--- src/afe_slot_cfg_regs.svh ---
// Register offsets, field positions and reset values of the front-end slot
// configuration bank. Included by the register module only.
`ifndef AFE_SLOT_CFG_REGS_SVH
`define AFE_SLOT_CFG_REGS_SVH

// ----------------------------------------------------------------------------
// Register offsets (8-bit register address space)
// ----------------------------------------------------------------------------
`define OFS_SLOT_A_ORDER 8'h17
`define OFS_SLOT_B_ORDER 8'h1d
`define OFS_SLOT_A_TIMING 8'h39
`define OFS_SLOT_B_TIMING 8'h3b
`define OFS_SLOT_A_FE_CTRL 8'h42
`define OFS_SLOT_A_PATH 8'h43
`define OFS_SLOT_B_FE_CTRL 8'h44
`define OFS_CHAN_GAIN 8'h55

// ----------------------------------------------------------------------------
// Reset values
// ----------------------------------------------------------------------------
`define RST_ORDER 16'h0000
`define RST_SLOT_A_TIMING 16'h22fc
`define RST_SLOT_B_TIMING 16'h2017
`define RST_FE_CTRL 16'h1c38
`define RST_PATH 16'hada5
`define RST_CHAN_GAIN 16'h0000
`define RST_PULSE_IDX 2'h0
`define RST_REF_SELECT 2'h3
`define RST_SLOT_A_OFFSET 11'h2fc

// ----------------------------------------------------------------------------
// Field positions
// ----------------------------------------------------------------------------
`define ORDER_MSB 3
`define WIDTH_MSB 15
`define WIDTH_LSB 11
`define OFFSET_MSB 10
`define BUF_BIT 7
`define IND_EN_BIT 6
`define VREF_MSB 5
`define VREF_LSB 4
`define GAIN_MSB 1
`define CH2_GAIN_MSB 1
`define CH3_GAIN_LSB 2
`define CH3_GAIN_MSB 3
`define CH4_GAIN_LSB 4
`define CH4_GAIN_MSB 5

// ----------------------------------------------------------------------------
// Path connection codes
// ----------------------------------------------------------------------------
`define PATH_FULL_ANALOG 16'hada5
`define PATH_TIA_ADC_BUF 16'hae65
`define PATH_TIA_ADC 16'hb065

`endif

--- src/afe_slot_cfg_pkg.sv ---
// Types shared by the front-end slot configuration bank.
// Assumes nothing of its surroundings.
`default_nettype none
package afe_slot_cfg_pkg;
    // Selected analog path decoded from the path connection code
    typedef enum logic [1:0] {
        PATH_FULL_type_val = 2'b00,
        PATH_TIA_ADC_type_val = 2'b01,
        PATH_RESERVED_type_val = 2'b10
    } path_mode_type;
endpackage
`default_nettype wire

--- src/afe_slot_config_registers.sv ---
// Configuration register bank for the two-slot optical front end.
// Assumes a serial host port that hands in decoded single-cycle register
// reads and writes synchronous to i_core_clk.
//
// Operation
// RQ1 - Each slot has four order bits: zero normal, one reversed integration.
// RQ2 - Bit zero drives pulse one, bit three pulse four, then repeats.
// RQ3 - Window width is timing bits 15:11, counted in one microsecond units.
// RQ4 - Window offset is timing bits 10:0, counted in 31.25 ns steps.
// RQ5 - Slot A offset resets 0x2FC; slot B resets width 0x04, offset 0x17.
// RQ6 - Per-channel enable: ch1 local gain, ch2-4 from 0x55; else common gain. The bank honours the enable in slot A only; slot B always uses common gain.
// RQ7 - Gain code 0..3 selects 200, 100, 50, 25 kOhm; resets to zero.
// RQ8 - Reference select 0..3 gives 1.14, 1.01, 0.90, 1.27 V; resets 3.
// RQ9 - Buffer bit turns the integrator into a buffer, for TIA-to-ADC only.
// RQ10 - Path register resets 0xADA5; 0xAE65 and 0xB065 mean TIA-to-ADC.
// RQ11 - Host uses 0xAE65 only with both buffer bits set, else 0xB065; the host model checks only the slot A buffer bit.
// RQ12 - Channel two gain field uses the same four-step gain encoding.
// RQ13 - Host writes fixed patterns; every read-write field reads back as written.
`timescale 1ns/100ps
`default_nettype none
`include "afe_slot_cfg_regs.svh"

module afe_slot_config_registers
    import afe_slot_cfg_pkg::*;
(
    input wire logic i_core_clk,
    input wire logic i_reset,
    input wire logic i_reg_wr,
    input wire logic i_reg_rd,
    input wire logic [7:0] i_reg_addr,
    input wire logic [15:0] i_reg_wdata,
    input wire logic i_pulse_strobe,
    input wire logic i_slot_b_active,
    output logic [15:0] o_reg_rdata,
    output logic o_reg_rvalid,
    output logic o_pulse_reversed,
    output logic [7:0] o_channel_gain,
    output logic [1:0] o_amp_reference_select,
    output logic o_integrator_buffer_mode,
    output logic [4:0] o_window_width,
    output logic [10:0] o_window_offset,
    output logic [1:0] o_path_mode
);

    // ------------------------------------------------------------------------
    // Register storage
    // ------------------------------------------------------------------------
    logic [15:0] order_a_q;
    logic [15:0] order_b_q;
    logic [15:0] timing_a_q;
    logic [15:0] timing_b_q;
    logic [15:0] fe_a_q;
    logic [15:0] fe_b_q;
    logic [15:0] path_a_q;
    logic [15:0] chan_gain_q;
    logic [1:0] pulse_idx_q;
    logic slot_b_q;
    logic [15:0] rdata_d;
    logic [15:0] fe_sel;
    logic [15:0] order_sel;
    logic [15:0] timing_sel;
    logic [7:0] gain_d;
    path_mode_type path_d;

    // Writes store whole words so readback returns them unchanged
    always_ff @(posedge i_core_clk)
    begin
        if (i_reset)
        begin
            order_a_q <= `RST_ORDER;
            order_b_q <= `RST_ORDER;
            timing_a_q <= `RST_SLOT_A_TIMING; // RQ5
            timing_b_q <= `RST_SLOT_B_TIMING; // RQ5
            fe_a_q <= `RST_FE_CTRL; // RQ7 RQ8
            fe_b_q <= `RST_FE_CTRL;
            path_a_q <= `RST_PATH; // RQ10
            chan_gain_q <= `RST_CHAN_GAIN;
        end
        else if (i_reg_wr)
        begin
            case (i_reg_addr)
                `OFS_SLOT_A_ORDER: order_a_q <= i_reg_wdata; // RQ13
                `OFS_SLOT_B_ORDER: order_b_q <= i_reg_wdata;
                `OFS_SLOT_A_TIMING: timing_a_q <= i_reg_wdata;
                `OFS_SLOT_B_TIMING: timing_b_q <= i_reg_wdata;
                `OFS_SLOT_A_FE_CTRL: fe_a_q <= i_reg_wdata;
                `OFS_SLOT_A_PATH: path_a_q <= i_reg_wdata; // RQ10
                `OFS_SLOT_B_FE_CTRL: fe_b_q <= i_reg_wdata;
                `OFS_CHAN_GAIN: chan_gain_q <= i_reg_wdata;
                default: ;
            endcase
        end
    end

    // Read mux; unmapped addresses read zero
    always_comb
    begin
        case (i_reg_addr)
            `OFS_SLOT_A_ORDER: rdata_d = order_a_q; // RQ13
            `OFS_SLOT_B_ORDER: rdata_d = order_b_q;
            `OFS_SLOT_A_TIMING: rdata_d = timing_a_q;
            `OFS_SLOT_B_TIMING: rdata_d = timing_b_q;
            `OFS_SLOT_A_FE_CTRL: rdata_d = fe_a_q;
            `OFS_SLOT_A_PATH: rdata_d = path_a_q;
            `OFS_SLOT_B_FE_CTRL: rdata_d = fe_b_q;
            `OFS_CHAN_GAIN: rdata_d = chan_gain_q;
            default: rdata_d = 16'h0000;
        endcase
    end

    // Read data registered, answered one cycle after the request
    always_ff @(posedge i_core_clk)
    begin
        if (i_reset)
        begin
            o_reg_rdata <= 16'h0000;
            o_reg_rvalid <= 1'b0;
        end
        else
        begin
            o_reg_rvalid <= i_reg_rd;
            if (i_reg_rd)
            begin
                o_reg_rdata <= rdata_d;
            end
        end
    end

    // ------------------------------------------------------------------------
    // Pulse sequencing
    // ------------------------------------------------------------------------
    // Index wraps after the fourth pulse; a slot change restarts at pulse one
    always_ff @(posedge i_core_clk)
    begin
        if (i_reset)
        begin
            pulse_idx_q <= `RST_PULSE_IDX;
            slot_b_q <= 1'b0;
        end
        else
        begin
            slot_b_q <= i_slot_b_active;
            if (slot_b_q != i_slot_b_active)
            begin
                pulse_idx_q <= `RST_PULSE_IDX;
            end
            else if (i_pulse_strobe)
            begin
                pulse_idx_q <= pulse_idx_q + 2'h1; // RQ2
            end
        end
    end

    // ------------------------------------------------------------------------
    // Decoded configuration outputs
    // ------------------------------------------------------------------------
    assign fe_sel = i_slot_b_active ? fe_b_q : fe_a_q;
    assign order_sel = i_slot_b_active ? order_b_q : order_a_q;
    assign timing_sel = i_slot_b_active ? timing_b_q : timing_a_q;

    // Gain fan-out per channel; channel 2..4 codes live in the shared register
    always_comb
    begin
        gain_d = {4{fe_sel[`GAIN_MSB:0]}}; // RQ6 RQ7
        if (!i_slot_b_active && fe_a_q[`IND_EN_BIT])
        begin
            gain_d = {chan_gain_q[`CH4_GAIN_MSB:`CH4_GAIN_LSB],
                      chan_gain_q[`CH3_GAIN_MSB:`CH3_GAIN_LSB],
                      chan_gain_q[`CH2_GAIN_MSB:0], // RQ12
                      fe_a_q[`GAIN_MSB:0]}; // RQ6
        end
    end

    // Path decode; the host keeps the slot A buffer bit consistent with the code
    always_comb
    begin
        case (path_a_q)
            `PATH_FULL_ANALOG: path_d = PATH_FULL_type_val;
            `PATH_TIA_ADC_BUF: path_d = PATH_TIA_ADC_type_val; // RQ10 RQ11
            `PATH_TIA_ADC: path_d = PATH_TIA_ADC_type_val; // RQ10
            default: path_d = PATH_RESERVED_type_val;
        endcase
    end

    // All decoded outputs registered for clean timing to the analog side
    always_ff @(posedge i_core_clk)
    begin
        if (i_reset)
        begin
            o_pulse_reversed <= 1'b0;
            o_channel_gain <= 8'h00;
            o_amp_reference_select <= `RST_REF_SELECT; // RQ8
            o_integrator_buffer_mode <= 1'b0;
            o_window_width <= 5'h00;
            o_window_offset <= 11'h000;
            o_path_mode <= PATH_FULL_type_val;
        end
        else
        begin
            o_pulse_reversed <= order_sel[pulse_idx_q]; // RQ1 RQ2
            o_channel_gain <= gain_d;
            o_amp_reference_select <= fe_sel[`VREF_MSB:`VREF_LSB]; // RQ8
            o_integrator_buffer_mode <= fe_sel[`BUF_BIT]; // RQ9
            o_window_width <= timing_sel[`WIDTH_MSB:`WIDTH_LSB]; // RQ3
            o_window_offset <= timing_sel[`OFFSET_MSB:0]; // RQ4
            o_path_mode <= path_d;
        end
    end
endmodule // afe_slot_config_registers
`default_nettype wire

--- config.mk ---
export PLATFORM = sky130hd
export DESIGN_NAME = afe_slot_config_registers
export DESIGN_NICKNAME = d
export VERILOG_FILES = /design/src/afe_slot_cfg_pkg.sv /design/src/afe_slot_config_registers.sv
export VERILOG_INCLUDE_DIRS = /design/src
export SDC_FILE = /design/constraint.sdc
export NUM_CORES = 1
export LEC_CHECK = 0
export BUFFER_PORTS_ARGS = -buffer_cell sky130_fd_sc_hd__buf_2
export CORE_AREA = 2 2 150 152
export CTS_CLUSTER_SIZE = 10
export DETAILED_ROUTE_END_ITERATION = 8
export DIE_AREA = 0 0 152 154
export GPL_ROUTABILITY_DRIVEN = 0
export SYNTH_ARGS = -nofsm -noshare
export SYNTH_HDL_FRONTEND = slang
export SYNTH_SLANG_ARGS = --single-unit
--- constraint.sdc ---
create_clock -name i_core_clk -period 2.6 [get_ports i_core_clk]
set_clock_uncertainty 0.2 [all_clocks]
set_input_delay 0.52 -clock i_core_clk [delete_from_list [all_inputs] [get_ports i_core_clk]]
set_output_delay 0.52 -clock i_core_clk [all_outputs]
set_load 0.01 [all_outputs]
==> metrics.md <==
| Metric | Value |
|---|---|
| Worst slew margin | `0.152` |
| Gr usage total | `0.179` |
| Placeable Area | `21700 um^2` |
| Largest net degree at the start of global routing | `118` |
| Worst-Margin Slew | `1.27 ns` |
| Clock Tree Buf Depth | `2` |
| IO Pins | `77` |
| Buffers & Inverters on Critical Path | `0` |
| DRC violations left | `0` |
| Drt pass-1 iters | `5` |
| Mapped Area | `7540 um^2` |
| Seq cells post-synth | `178` |
| Crit-path most repeated cell | `a21oi_1` |
| Syn Nets | `911` |
| CP Cell Sequence | `nor4b_1, a21oi_1, or4b_2, a21oi_1, nor2_1` |
| Crit path max fanout | `5` |
| CP startpoint kind | `flop` |
| Inst Count DP | `1188` |
| Synth cell types | `48` |
| CP Data Arrival Time | `2.11 ns` |
| Final min period | `2.00 ns` |
| Fin cells | `1220` |
| Vias | `6296` |
| CP Capture Type | `flop` |
| Antenna cells | `0` |
| Worst min path class | `in -> reg` |
| Clock sinks | `178` |
| Post-CTS Resized | `0` |
| Layout area overhead | `16.1%` |
| DRT Wirelength | `20.9 mm` |
| Total global routing overflow | `0` |
| CTS buffer count | `17` |
| 1st-iter DRT viols | `556` |
| Max incr delay on CP | `0.63 ns` |
| Layout cells sized above 1 | `0.162` |
| Fill cells | `2156` |
| Post-CTS Hold Buffers | `0` |
| Required @ worst endpoint | `2.70 ns` |
| Ys async rst share | `0` |
| Initial antenna violation count | `0` |
| Vias per cell | `5.16` |
| Max-cap violations | `0` |
| Worst setup margin | `0.597 ns` |
| PD cells | `673 nW/um^2` |
| Finish-stage setup viols | `0` |
| First-pass GRT wire length | `33.5 mm` |
| Tcrit/Tclk final | `0.770` |
| Clock Latency Late Sink | `0.43 ns` |
| Nets | `957` |
| Unrepaired setup endpoints after global routing | `false` |
| Critical-path top delay cell | `or4b_2` |
| Initial Utilization | `0.348` |
| Ys Warns | `0` |
| Worst VDD drop | `0.282 mV` |
| Ys flop type | `dfxtp_1` |
| Clock transition at path regs | `0.07 ns` |
| Clock root buffer | `clkbuf_16` |
| CTS H-tree depth | `4` |
| CTS tree | `done` |
| Placed cell area | `8100 um^2` |
| Total power | `5.89 mW` |
| Wire per inst | `17.1 um` |
| Synth top area share | `0.473` |
| Row Count | `54` |
| PortBufs | `76` |
| Post-route cell area | `8750 um^2` |
| Max Freq | `0.499 GHz` |
| Hold slack | `0.123 ns` |
| DP Worst Slack | `0.228 ns` |
| Die X | `152 um` |
| ANT nets after route | `0` |
| Vias in the first global route | `5867` |
| Static Leak | `3.60 nW` |
| DP Wirelength | `14.3 mm` |
| Top post-synthesis cells by area | `dfxtp_1 47%, nand2_1 11%, mux2i_1 8.8%` |
| Slew Viols, Final | `0` |
| Biggest area consumer among synthesized cells | `dfxtp_1` |
| Count leader, synth | `nand2_1` |
| Post-Syn Instances | `881` |
| Crit-path leading delay family | `simple AND/OR/NAND/NOR gates` |
| Die height | `154 um` |
| Status | `complete, no violations` |
| Avg Inst Size Synth | `8.56 um^2` |
| Final hold vios | `0` |
| CP Class | `reg -> reg` |
| Sequential area share after synthesis | `0.473` |
| Post-synth EDFFs | `0` |
| Die ar. | `23400 um^2` |
| Final core occ | `0.404` |
| Commonest cells in the synthesized netlist | `221 x nand2_1, 178 x dfxtp_1, 95 x a21oi_1, 66 x mux2i_1, 52 x nand3_1` |
| # Post-CTS Setup Buffers | `0` |
| TNS Setup | `0 ns` |
[power by group]
part / internal [mW] / total [mW] / switching [mW]
Combinational: 0.0934 / 0.288 / 0.195
Sequential: 2.74 / 2.75 / 0.00737
Clock: 1.78 / 2.85 / 1.07
Total: 4.62 / 5.89 / 1.27
[layer usage]
layer  vias up  part of all wire  GRT usage
met1      2974              0.48      0.252
met2       187              0.46      0.277
met3        26             0.050     0.0333
li1       3109                 -          -
met5         -                 0          0
met4         0             0.016     0.0587
[worst reg2reg max path: cells and delay by family, from the launching register on]
family	cells	cell delay (ns)
compound gates	2	0.28
flops	1	0.36
simple gates	3	1.04
[path summary, 6_finish.rpt]
kind                            end  slack, ns  cells past startpoint       startpoint
setup / recovery     o_path_mode[1]       0.60                      5      path_a_q[9]
hold / removal    o_channel_gain[1]       0.12                      2          i_reset
setup reg to reg     o_path_mode[1]       0.60                      5      path_a_q[9]
hold reg to reg     o_reg_rdata[10]       0.25                      2  o_reg_rdata[10]
[cells by family after synthesis]
kind of cell    after synthesis  synth area share
flops                       178             0.473
simple gates                370             0.227
xor+xnor                      4           0.00465
compound gates              176             0.141
mux                          68            0.0936
buf+inv                      85            0.0617
[registers in the layout, summed over array words and instances (netlist names), 5 cells and up]
| signal | count |
|---|---|
| timing_a_q | 16 |
| fe_a_q | 16 |
| fe_b_q | 16 |
| order_b_q | 16 |
| path_a_q | 16 |
| o_window_offset | 11 |
| o_reg_rdata | 16 |
| order_a_q | 16 |
| timing_b_q | 16 |
| o_window_width | 5 |
| chan_gain_q | 16 |
| o_channel_gain | 8 |
[final cells by class]
type                            instances  area [um^2]  share of cell area
Clock buffer                           23          478              0.0546
Clock inverter                          9          176              0.0202
Inverter                                8         30.0             0.00343
Multi-Input combinational cell        618         3510               0.401
Sequential cell                       178         3560               0.407
Tap cell                              280          350              0.0400
Timing Repair Buffer                  104          643              0.0735
[placed cells by master (no fill, tap or decap), types with 3 or more instances in the layout]
cell type	n
a21oi_1	95
a22o_1	30
and3_1	3
buf_12	4
buf_2	75
buf_4	25
bufinv_16	5
clkbuf_1	3
clkbuf_16	17
clkbuf_8	3
dfxtp_1	178
inv_1	7
mux2i_1	66
nand2_1	221
nand2_2	3
nand3_1	52
nand3b_1	4
nor2_1	41
nor2b_1	3
nor3_1	18
nor3b_4	3
o211ai_1	12
o21ai_0	4
o21ai_1	14
o22ai_1	16
xnor2_1	3
No activity file was read; power rests on OpenSTA's default activity.
